### config.mk
export PLATFORM = sky130hd
export DESIGN_NAME = esc_stats
export DESIGN_NICKNAME = d
export VERILOG_FILES = /design/src/logic/esc_mem.v /design/src/logic/esc_stats.v
export VERILOG_INCLUDE_DIRS = /design/src /design/src/logic
export SDC_FILE = /design/constraint.sdc
export NUM_CORES = 2
export LEC_CHECK = 0
export BUFFER_PORTS_ARGS = -buffer_cell sky130_fd_sc_hd__buf_2
export CAP_MARGIN = 20
export CORE_MARGIN = 4
export CORE_UTILIZATION = 45
export DETAILED_ROUTE_END_ITERATION = 8
export GPL_ROUTABILITY_DRIVEN = 0
export HOLD_SLACK_MARGIN = 0.02
export REMOVE_ABC_BUFFERS = 1
export SKIP_LAST_GASP = 1
export SYNTH_ARGS = -nofsm -noshare
export SYNTH_HDL_FRONTEND = slang
export SYNTH_SLANG_ARGS = --single-unit
### constraint.sdc
create_clock -name clk -period 23.8 [get_ports clk]
set_input_delay 4.76 -clock clk [delete_from_list [all_inputs] [get_ports clk]]
set_output_delay 4.76 -clock clk [all_outputs]
set_load 0.02 [all_outputs]
### src/logic/esc_consts.vh
// constants shared by the statistics counter bank and its storage
`ifndef ESC_CONSTS_VH
`define ESC_CONSTS_VH

// counter geometry
`define ESC_CTR_W 32
`define ESC_IDX_W 5
`define ESC_NUM_CTR 19
`define ESC_ADDR_W 7
`define ESC_COLL_W 8
`define ESC_CNUM_W 5

// counter indices; dump byte offset is index times four
`define ESC_TX_GOOD 0
`define ESC_TX_MAXCOL 1
`define ESC_TX_LATECOL 2
`define ESC_TX_UNDERRUN 3
`define ESC_TX_LOST_CRS 4
`define ESC_TX_DEFERRED 5
`define ESC_TX_SINGLE_COL 6
`define ESC_TX_MULTI_COL 7
`define ESC_TX_TOTAL_COL 8
`define ESC_RX_GOOD 9
`define ESC_RX_CRC 10
`define ESC_RX_ALIGN 11
`define ESC_RX_RESOURCE 12
`define ESC_RX_OVERRUN 13
`define ESC_RX_COLLISION 14
`define ESC_RX_SHORT 15
`define ESC_FC_TX_PAUSE 16
`define ESC_FC_RX_PAUSE 17
`define ESC_FC_RX_UNSUP 18

// last index of a basic and of an extended dump
`define ESC_BASIC_LAST 5'h0F
`define ESC_EXT_LAST 5'h12

// low byte-address bits of a dumped word
`define ESC_WORD_LSB 2'h0

// reset and step values
`define ESC_ZERO_CTR 32'h00000000
`define ESC_ZERO_IDX 5'h00
`define ESC_ONE_IDX 5'h01
`define ESC_ZERO_COLL 8'h00
`define ESC_ONE_COLL 8'h01
`define ESC_ONE_CNUM 5'h01

// one-hot engine states
`define ESC_ST_IDLE 3'h1
`define ESC_ST_INC 3'h2
`define ESC_ST_DUMP 3'h4

`endif

### src/logic/esc_mem.v
// storage for the nineteen statistics words, registered read port
`timescale 1ns/10ps
`include "esc_consts.vh"

module esc_mem (
  input wire clk,
  input wire rst,
  input wire we,
  input wire [`ESC_IDX_W-1:0] waddr,
  input wire [`ESC_CTR_W-1:0] wdata,
  input wire [`ESC_IDX_W-1:0] raddr,
  output reg [`ESC_CTR_W-1:0] rdata_q
);

  wire [`ESC_CTR_W-1:0] word_w [0:`ESC_NUM_CTR-1];

  // one flop word per counter so reset can clear them all at once
  genvar g;
  generate
    for (g = 0; g < `ESC_NUM_CTR; g = g + 1) begin : g_word
      reg [`ESC_CTR_W-1:0] word_q;
      always @(posedge clk or posedge rst) begin
        if (rst) begin
          word_q <= `ESC_ZERO_CTR;
        end else if (we && (waddr == g)) begin
          word_q <= wdata;
        end
      end
      assign word_w[g] = word_q;
    end
  endgenerate

  // read data registered; out-of-range address reads zero
  always @(posedge clk or posedge rst) begin
    if (rst) begin
      rdata_q <= `ESC_ZERO_CTR;
    end else if (raddr < `ESC_NUM_CTR) begin
      rdata_q <= word_w[raddr];
    end else begin
      rdata_q <= `ESC_ZERO_CTR;
    end
  end

endmodule // esc_mem

### src/logic/esc_stats.v
// statistics counter bank: frame event capture, increment engine, dump
`timescale 1ns/10ps
`include "esc_consts.vh"


module esc_stats (
  input wire clk,
  input wire rst,
  // transmit frame completion report
  input wire tx_done,
  input wire tx_good,
  input wire tx_maxcol,
  input wire tx_latecol,
  input wire tx_underrun,
  input wire tx_lost_crs,
  input wire tx_deferred,
  input wire [`ESC_CNUM_W-1:0] tx_coll_num,
  input wire tx_pause,
  // receive frame completion report
  input wire rx_done,
  input wire rx_good,
  input wire rx_crc_err,
  input wire rx_misaligned,
  input wire rx_short,
  input wire rx_no_resources,
  input wire rx_bad_status,
  input wire rx_lost,
  input wire rx_collision,
  input wire rx_pause,
  input wire rx_unsupported_ctl,
  // configuration from the configuration command
  input wire save_bad_en,
  input wire ext_stats_en,
  // command unit request
  input wire dump_cmd,
  input wire dump_clear,
  // snapshot write toward host memory
  input wire dump_wr_ready,
  output reg dump_wr_valid_q,
  output reg [`ESC_ADDR_W-1:0] dump_wr_addr_q,
  output reg [`ESC_CTR_W-1:0] dump_wr_data_q,
  output reg dump_done_q,
  output reg dump_busy_q
);

  localparam ST_IDLE = `ESC_ST_IDLE;
  localparam ST_INC = `ESC_ST_INC;
  localparam ST_DUMP = `ESC_ST_DUMP;

  reg [2:0] state_q;
  reg [2:0] state_d;
  reg [`ESC_NUM_CTR-1:0] pend_q;
  reg [`ESC_NUM_CTR-1:0] pend_d;
  reg [`ESC_NUM_CTR-1:0] pend_clr;
  reg [`ESC_COLL_W-1:0] coll_acc_q;
  reg [`ESC_COLL_W-1:0] coll_acc_d;
  reg [`ESC_COLL_W-1:0] amt_q;
  reg [`ESC_COLL_W-1:0] amt_d;
  reg [`ESC_IDX_W-1:0] inc_idx_q;
  reg [`ESC_IDX_W-1:0] inc_idx_d;
  reg [`ESC_IDX_W-1:0] pick_idx;
  reg ovr_run_q;
  reg dump_act_q;
  reg dump_act_d;
  reg dump_clr_q;
  reg dump_wlast_q;
  reg [`ESC_IDX_W-1:0] dump_idx_q;
  reg [`ESC_IDX_W-1:0] dump_idx_d;
  reg [`ESC_IDX_W-1:0] dump_last_q;
  reg [`ESC_IDX_W-1:0] mem_raddr;
  reg mem_we;
  reg [`ESC_IDX_W-1:0] mem_waddr;
  reg [`ESC_CTR_W-1:0] mem_wdata;
  reg wr_valid_d;
  reg wlast_d;
  wire [`ESC_CTR_W-1:0] mem_rdata;
  wire [`ESC_NUM_CTR-1:0] ev;
  wire [`ESC_CTR_W-1:0] inc_sum;
  wire wr_accept;
  wire tx_any_col;
  wire tx_multi_col;
  wire rx_ovr_first;

  // transmit events, sampled only on the frame completion strobe
  assign tx_any_col = (tx_coll_num != {`ESC_CNUM_W{1'b0}});
  assign tx_multi_col = (tx_coll_num > `ESC_ONE_CNUM);
  assign ev[`ESC_TX_GOOD] = tx_done & tx_good;
  assign ev[`ESC_TX_MAXCOL] = tx_done & tx_maxcol;
  assign ev[`ESC_TX_LATECOL] = tx_done & tx_latecol;
  assign ev[`ESC_TX_UNDERRUN] = tx_done & tx_underrun;
  assign ev[`ESC_TX_LOST_CRS] = tx_done & tx_lost_crs;
  assign ev[`ESC_TX_DEFERRED] = tx_done & tx_deferred;
  assign ev[`ESC_TX_SINGLE_COL] = tx_done & tx_good & tx_any_col &
                                  ~tx_multi_col;
  assign ev[`ESC_TX_MULTI_COL] = tx_done & tx_good & tx_multi_col;
  assign ev[`ESC_TX_TOTAL_COL] = tx_done & tx_any_col;
  assign ev[`ESC_FC_TX_PAUSE] = tx_done & tx_pause;

  // receive events; no gating by receive unit state on purpose
  assign ev[`ESC_RX_GOOD] = rx_done & rx_good;
  assign ev[`ESC_RX_CRC] = rx_done & rx_crc_err & ~rx_misaligned &
                           ~rx_short;
  assign ev[`ESC_RX_ALIGN] = rx_done & rx_misaligned & rx_crc_err &
                             ~rx_short;
  assign ev[`ESC_RX_SHORT] = rx_done & rx_short;
  assign ev[`ESC_RX_RESOURCE] = rx_done & rx_no_resources &
                                ~(save_bad_en & rx_bad_status);
  assign ev[`ESC_RX_OVERRUN] = rx_ovr_first;
  assign ev[`ESC_RX_COLLISION] = rx_done & rx_collision;
  assign ev[`ESC_FC_RX_PAUSE] = rx_done & rx_pause;
  assign ev[`ESC_FC_RX_UNSUP] = rx_done & rx_unsupported_ctl;

  // only the first frame of a lost run is counted; the run ends on the
  // next completed frame that was not lost
  assign rx_ovr_first = rx_done & rx_lost & ~ovr_run_q;

  always @(posedge clk or posedge rst) begin
    if (rst) begin
      ovr_run_q <= 1'b0;
    end else if (rx_done) begin
      ovr_run_q <= rx_lost;
    end
  end

  // lowest pending index wins; order does not matter for correctness
  integer i;
  always @* begin
    pick_idx = `ESC_ZERO_IDX;
    for (i = `ESC_NUM_CTR - 1; i >= 0; i = i - 1) begin
      if (pend_q[i]) begin
        pick_idx = i[`ESC_IDX_W-1:0];
      end
    end
  end

  // the adder wraps naturally at full scale
  assign inc_sum = mem_rdata + {{(`ESC_CTR_W-`ESC_COLL_W){1'b0}}, amt_q};

  assign wr_accept = dump_wr_valid_q & dump_wr_ready;

  // engine: increments take priority, dump words fill the gaps; each word
  // is read and written in one pass so a dumped value is never torn
  always @* begin
    state_d = state_q;
    pend_clr = {`ESC_NUM_CTR{1'b0}};
    inc_idx_d = inc_idx_q;
    amt_d = amt_q;
    mem_raddr = dump_idx_q;
    mem_we = 1'b0;
    mem_waddr = inc_idx_q;
    mem_wdata = inc_sum;
    dump_idx_d = dump_idx_q;
    dump_act_d = dump_act_q;
    wr_valid_d = dump_wr_valid_q & ~dump_wr_ready;
    wlast_d = dump_wlast_q;
    case (state_q)
      ST_IDLE: begin
        if (pend_q != {`ESC_NUM_CTR{1'b0}}) begin
          mem_raddr = pick_idx;
          inc_idx_d = pick_idx;
          pend_clr[pick_idx] = 1'b1;
          if (pick_idx == `ESC_TX_TOTAL_COL) begin
            amt_d = coll_acc_q;
          end else begin
            amt_d = `ESC_ONE_COLL;
          end
          state_d = ST_INC;
        end else if (dump_act_q && !dump_wr_valid_q) begin
          mem_raddr = dump_idx_q;
          state_d = ST_DUMP;
        end
      end
      ST_INC: begin
        mem_we = 1'b1;
        mem_waddr = inc_idx_q;
        mem_wdata = inc_sum;
        state_d = ST_IDLE;
      end
      ST_DUMP: begin
        // clear only ever writes zero; there is no preset path
        mem_we = dump_clr_q;
        mem_waddr = dump_idx_q;
        mem_wdata = `ESC_ZERO_CTR;
        wr_valid_d = 1'b1;
        wlast_d = (dump_idx_q == dump_last_q);
        dump_idx_d = dump_idx_q + `ESC_ONE_IDX;
        if (dump_idx_q == dump_last_q) begin
          dump_act_d = 1'b0;
        end
        state_d = ST_IDLE;
      end
      default: begin
        state_d = ST_IDLE;
      end
    endcase
  end

  // new events set pending bits; a set in the clearing cycle wins
  always @* begin
    pend_d = (pend_q & ~pend_clr) | ev;
    if (pend_clr[`ESC_TX_TOTAL_COL]) begin
      coll_acc_d = `ESC_ZERO_COLL;
    end else begin
      coll_acc_d = coll_acc_q;
    end
    if (tx_done) begin
      coll_acc_d = coll_acc_d +
                   {{(`ESC_COLL_W-`ESC_CNUM_W){1'b0}}, tx_coll_num};
    end
  end

  // engine and pending state
  always @(posedge clk or posedge rst) begin
    if (rst) begin
      state_q <= ST_IDLE;
      pend_q <= {`ESC_NUM_CTR{1'b0}};
      coll_acc_q <= `ESC_ZERO_COLL;
      amt_q <= `ESC_ZERO_COLL;
      inc_idx_q <= `ESC_ZERO_IDX;
    end else begin
      state_q <= state_d;
      pend_q <= pend_d;
      coll_acc_q <= coll_acc_d;
      amt_q <= amt_d;
      inc_idx_q <= inc_idx_d;
    end
  end

  // dump sequencer; a command while a dump is running is ignored
  always @(posedge clk or posedge rst) begin
    if (rst) begin
      dump_act_q <= 1'b0;
      dump_clr_q <= 1'b0;
      dump_idx_q <= `ESC_ZERO_IDX;
      dump_last_q <= `ESC_BASIC_LAST;
    end else if (dump_cmd && !dump_busy_q && !dump_act_q) begin
      dump_act_q <= 1'b1;
      dump_clr_q <= dump_clear;
      dump_idx_q <= `ESC_ZERO_IDX;
      dump_last_q <= ext_stats_en ? `ESC_EXT_LAST : `ESC_BASIC_LAST;
    end else begin
      dump_act_q <= dump_act_d;
      dump_idx_q <= dump_idx_d;
    end
  end

  // snapshot word toward host memory, held until accepted
  always @(posedge clk or posedge rst) begin
    if (rst) begin
      dump_wr_valid_q <= 1'b0;
      dump_wr_addr_q <= {`ESC_ADDR_W{1'b0}};
      dump_wr_data_q <= `ESC_ZERO_CTR;
      dump_wlast_q <= 1'b0;
      dump_done_q <= 1'b0;
      dump_busy_q <= 1'b0;
    end else begin
      dump_wr_valid_q <= wr_valid_d;
      dump_wlast_q <= wlast_d;
      if (state_q == ST_DUMP) begin
        dump_wr_addr_q <= {dump_idx_q, `ESC_WORD_LSB};
        dump_wr_data_q <= mem_rdata;
      end
      dump_done_q <= wr_accept & dump_wlast_q;
      // busy covers the command cycle too so a second command is refused
      dump_busy_q <= (dump_cmd & ~dump_busy_q) | dump_act_d |
                     (dump_act_q & ~(state_q == ST_DUMP & ~dump_act_d)) |
                     wr_valid_d;
    end
  end

  // counter storage, nineteen words of full width
  esc_mem u_mem (
    .clk(clk),
    .rst(rst),
    .we(mem_we),
    .waddr(mem_waddr),
    .wdata(mem_wdata),
    .raddr(mem_raddr),
    .rdata_q(mem_rdata)
  );

endmodule // esc_stats

== After elaboration in Yosys (flattened, before gate mapping) ==
Cells that the tools add are included.

* Output and inout bits: 42
* Logic and storage cells: 193
* Flip-flop bits (word level): 737
* Bits of input ports: 31

* Bitwise gates (word level): 49
* Multiplexer cells: 45
* Add/subtract/negate cells: 3
* Reductions and logical operators: 31
* Equality and inequality tests: 24
* Order comparisons: 5

{| class="wikitable"
|+ Operators with widths
! cell !! number
|-
| 32-bit binary-select mux with 5-bit select || 1
|-
| 32-bit two-way mux || 4
|-
| 5-bit two-way mux || 25
|-
| 5-bit by 4-bit equality test with 1-bit output (second input constant) || 9
|-
| 19-bit two-way mux || 2
|-
| 1-bit bitwise AND || 33
|-
| 32-bit by 8-bit adder with 32-bit output || 1
|-
| 8-bit two-way mux || 3
|-
| 1-bit logical AND || 23
|-
| 5-bit by 3-bit equality test with 1-bit output (second input constant) || 4
|-
| 19-bit bitwise AND || 1
|-
| 19-bit NOT || 1
|-
| 19-bit OR || 1
|-
| 19-bit nonzero test || 1
|-
| 5-bit equality test (second input constant) || 3
|-
| 5-bit by 2-bit equality test with 1-bit output (second input constant) || 2
|-
| 3-bit two-way mux || 3
|-
| 1-bit NOT || 9
|-
| 8-bit by 5-bit adder with 8-bit output || 1
|-
| 6-bit >= comparator (second input constant) || 1
|-
| 5-bit by 6-bit less-than comparator with 1-bit output (second input constant) || 1
|-
| 5-bit NOT with 6-bit output || 1
|-
| 5-bit by 1-bit adder with 5-bit output (second input constant) || 1
|-
| 1-bit demux with 5-bit select || 1
|-
| 17 further kinds || 25
|}

== Logic depth before layout (Yosys ltp) ==
* Depth after elaboration: 28
* Gate-level depth with buffers: 17
* Depth with buffers taken out: 17

== Cells and area by module ==
A second synthesis with hierarchy kept.

* Cells, all modules: 2486
* Area total of the unflattened synthesis: 34107.7 sq um

{| class="wikitable"
|+ By module, submodules not included
! module !! area each (sq um) !! times used !! cells an instance !! seq. area each (sq um)
|-
| esc_mem || 28652.5 || 1 || 1854 || 16015.4
|-
| esc_stats || 5455.2 || 1 || 632 || 2354.8
|}

== Worst setup path after synthesis ==
Ideal clock, no wire load.

* Path type: input-to-reg
* Start: in tx_coll_num[1]
* End: reg coll_acc_q[7]
* Library setup time: 150 ps
* Data required time: 23650 ps
* Stages: 8
* Arrival time: 6009 ps
* Slack: 17641 ps
* Path through: ha_1 a21o_1 a21oi_1 nor2b_1 o21a_1 o2111ai_1 xor2_1 nor2_1

* Longest elaborated chain between the ends: 2

{| class="wikitable"
|+ RTL lines
! what !! RTL line !! RTL
|-
| from (decl) || esc_stats.v:17 || <nowiki>input wire [`ESC_CNUM_W-1:0] tx_coll_num,</nowiki>
|-
| 8-bit by 5-bit adder with 8-bit output || esc_stats.v:207 || <nowiki>coll_acc_d = coll_acc_d +</nowiki>
|-
| 8-bit two-way mux || esc_stats.v:206 || <nowiki>if (tx_done) begin</nowiki>
|-
| via coll_acc_d[7] || esc_stats.v:56 || <nowiki>reg [`ESC_COLL_W-1:0] coll_acc_d;</nowiki>
|-
| to (signal assigned) || esc_stats.v:217 || <nowiki>coll_acc_q <= `ESC_ZERO_COLL;</nowiki>
|-
| to (signal assigned) || esc_stats.v:223 || <nowiki>coll_acc_q <= coll_acc_d;</nowiki>
|-
| to (decl) || esc_stats.v:55 || <nowiki>reg [`ESC_COLL_W-1:0] coll_acc_q;</nowiki>
|}

The timed path passes the listed nets, and every way through them passes these cells.
A chain may end at the register's enable or synchronous reset.

==> results_dict.tcl <==
set metrics [dict create \
    status "complete, no violations" \
    hold_path_class "reg2reg" \
    clock_path_buffers 3 \
    cp_common_cell "buf_4" \
    cts_sinks 734 \
    power-per-cell-area_nw_per_um2 76.2 \
    period_minus_slack_ps 7410 \
    antenna_cells 0 \
    worstMarginPinSlew_ps 1130 \
    drtIter0Drc 2603 \
    endpoint_kind "async pin" \
    holdBufCountCts 0 \
    hold_ws_ps 466 \
    arrival_ps 8030 \
    syn_avg_cell_area_um2 9.64 \
    fin_crit_sh_pct 31.1 \
    initial_core_util_pct 45.8 \
    finalMaxSlewViolations 0 \
    drt-pass1-iter-count 5 \
    antenna_found_initial 0 \
    worstPathMaxFanout 134 \
    crit_buf_inv 6 \
    layout_commonest_cell "nand2_1" \
    p_leak_nw 16.9 \
    overflow 0 \
    slew_headroom_pct 25.0 \
    synthSimpleGateAreaFrac_pct 15.8 \
    drc_errors 0 \
    die-area_um2 79100 \
    crit_path_start_kind "input port" \
    tns_ps 0 \
    synth_xor_area_share_pct 0.834 \
    crit_type "in2async" \
    drv_cap 0 \
    cp_slowest_cell "buf_4" \
    syn_inst 3486 \
    grt_max_degree 199 \
    clock_skew_ps 30.0 \
    crit_family "buffers and inverters" \
    clk_pin_slew_ps 60 \
    synth_top_family_by_area "compound AO/OA/AOI/OAI gates" \
    clk_latency_ps 640 \
    synthAdderAreaFrac_pct 0.640 \
    ys.flop_type "dfrtp_1" \
    area_delta_synth_final_pct 12.3 \
    post_cts_resized 0 \
    vias 26700 \
    antenna_left 0 \
    die_height_um 281 \
    grt_pass1_vias 26500 \
    cpPeakStageDelay_ps 870 \
    synthMuxAreaShare_pct 8.15 \
    synth_compound_area_share_pct 16.3 \
    ys_types 72 \
    max_freq_mhz 135 \
    fp-row-count 99 \
    rsz0062_at_grt "no" \
    path_cells "buf_2, inv_8, buf_4, buf_4, buf_16, buf_4" \
    vdd_drop_max_mv 0.0412 \
    cts_made_buffers 82 \
    cts_tree "built" \
    yosys_warnings 0 \
    layout.nets 3467 \
    viasPerCell 6.01 \
    yosysSeqAreaShare_pct 54.6 \
    dp_hpwl_um 57600 \
    setup_viol 0 \
    root_buffer "clkbuf_16" \
    coreArea_um2 73500 \
    fillers 6662 \
    totalWireLength_um 102000 \
    cts_setup_buffers 0 \
    required_ps 24420 \
    gr-usage-all-layers_pct 25.7 \
    synth_area_um2 33600 \
    layout_common_cells "922 x nand2_1, 732 x dfrtp_1, 541 x o21ai_0" \
    ioPinCount 73 \
    async_flop_share_pct 100 \
    synth_seq_cells 734 \
    port_buffers 70 \
    drive_gt1_share_pct 10.6 \
    hold_viol 0 \
    routedWlPerCell_um 22.9 \
    die_w_um 281 \
    cts_max_level 3 \
    synth_edf_count 0 \
    grt_pass1_wl_um 158000 \
]
## state kept, by name (all words and copies together), names as in the netlist
signal and count:
dump_done_q 1, dump_wr_data_q 32, u_mem.rdata_q 32, coll_acc_q 8
dump_idx_q 5, inc_idx_q 5, dump_wlast_q 1, state_q 3
dump_last_q 2, pend_q 19, u_mem.g_word.word_q 608, amt_q 8
ovr_run_q 1, dump_busy_q 1, dump_clr_q 1, dump_act_q 1
dump_wr_valid_q 1, dump_wr_addr_q 5
## metal layers
metal | track usage [%] | vias to the layer above | routed length [µm] | part of all wire [%]
li1 | - | 12100 | - | -
met1 | 35.6 | 13400 | 43500 | 43
met2 | 41.7 | 1021 | 47700 | 47
met3 | 3.68 | 218 | 7030 | 6.9
met4 | 9.23 | 0 | 3460 | 3.4
met5 | 0 | - | 0 | 0
## layout make-up
type | instances | area (µm²) | share of cell area [%]
inverter | 27 | 111 | 0.295
multi-input combinational | 2440 | 14300 | 37.8
sequential | 734 | 18400 | 48.7
timing repair buffer | 135 | 911 | 2.41
clock inverter | 31 | 455 | 1.21
tap | 959 | 1200 | 3.18
clock buffer | 121 | 2450 | 6.49
## metrics by stage
| stage | area, µm² | utilization, % | power (W) | setup WS, ps | instances |
|---|---|---|---|---|---|
| floorplan | 32500 | - | 0.00158 | -9270 | 3201 |
| global placement | 34700 | 47.3 | 0.00155 | 15500 | 4288 |
| detailed placement | 34800 | 47.3 | 0.00156 | 15320 | 4289 |
| CTS | 37700 | 51.3 | 0.00290 | 15980 | 4441 |
| global route | 37800 | 51.4 | 0.00298 | 15810 | 4447 |
| finish | 37800 | 51.4 | 0.00288 | 16390 | 4447 |
## worst register-to-register path: stages, from the launching register on
cell and delay (ps):
dfrtp_1 420, nor4_1 710, and2_1 300, a31oi_1 160
o31ai_4 90, buf_4 770, buf_4 760, buf_4 650
mux2i_1 320, o22ai_1 110, o21ai_0 230, nand4_1 180
## power by group
group          internal (W)  total (W)  switching, W  leakage, nW
clock network      0.000824    0.00134      0.000518         1.43
registers           0.00128    0.00131     0.0000278         10.1
logic             0.0000778   0.000228      0.000150         5.40
## cells by family (layout without fill, tap and decap cells)
logic type / Yosys count / count (layout)
and+or+nand+nor: 1263 / 1263
AOI/OAI and AO/OA: 895 / 895
DFF: 734 / 734
buffers and inverters: 313 / 314
muxes: 232 / 232
xor gates and xnor gates: 32 / 32
adders and majority gates: 16 / 16
other: 1 / 2
## synth_stat cells, drive strengths merged, types with 24 or more instances
master	n	area, µm²
o21ai	544	2730
nand4	76	475
o22ai	67	419
clkbuf	239	897
dfrtp	732	18300
buf	47	231
nor3	33	165
a32oi	32	280
mux4	32	721
o22a	33	289
nor2	68	255
o311ai	24	210
a211o	34	298
o31ai	60	450
mux2i	190	1900
xnor2	25	219
nand2	941	3530
nand3	62	310
inv	27	104
## path summary, 6_finish.rpt
kind	slack [ps]	cells after the start	from	to
min	470	2	dump_wr_data_q[10]	dump_wr_data_q[10]
min in group asynchronous	4290	2	rst	dump_wr_data_q[6]
min reg2reg	470	2	dump_wr_data_q[10]	dump_wr_data_q[10]
max in group clk	17850	1	dump_wr_valid_q	dump_wr_valid_q
max	16390	6	rst	dump_wr_data_q[18]
max reg2reg	18930	11	pend_q[7]	u_mem.rdata_q[5]
Note: power is estimated with default switching activity, not from simulation.
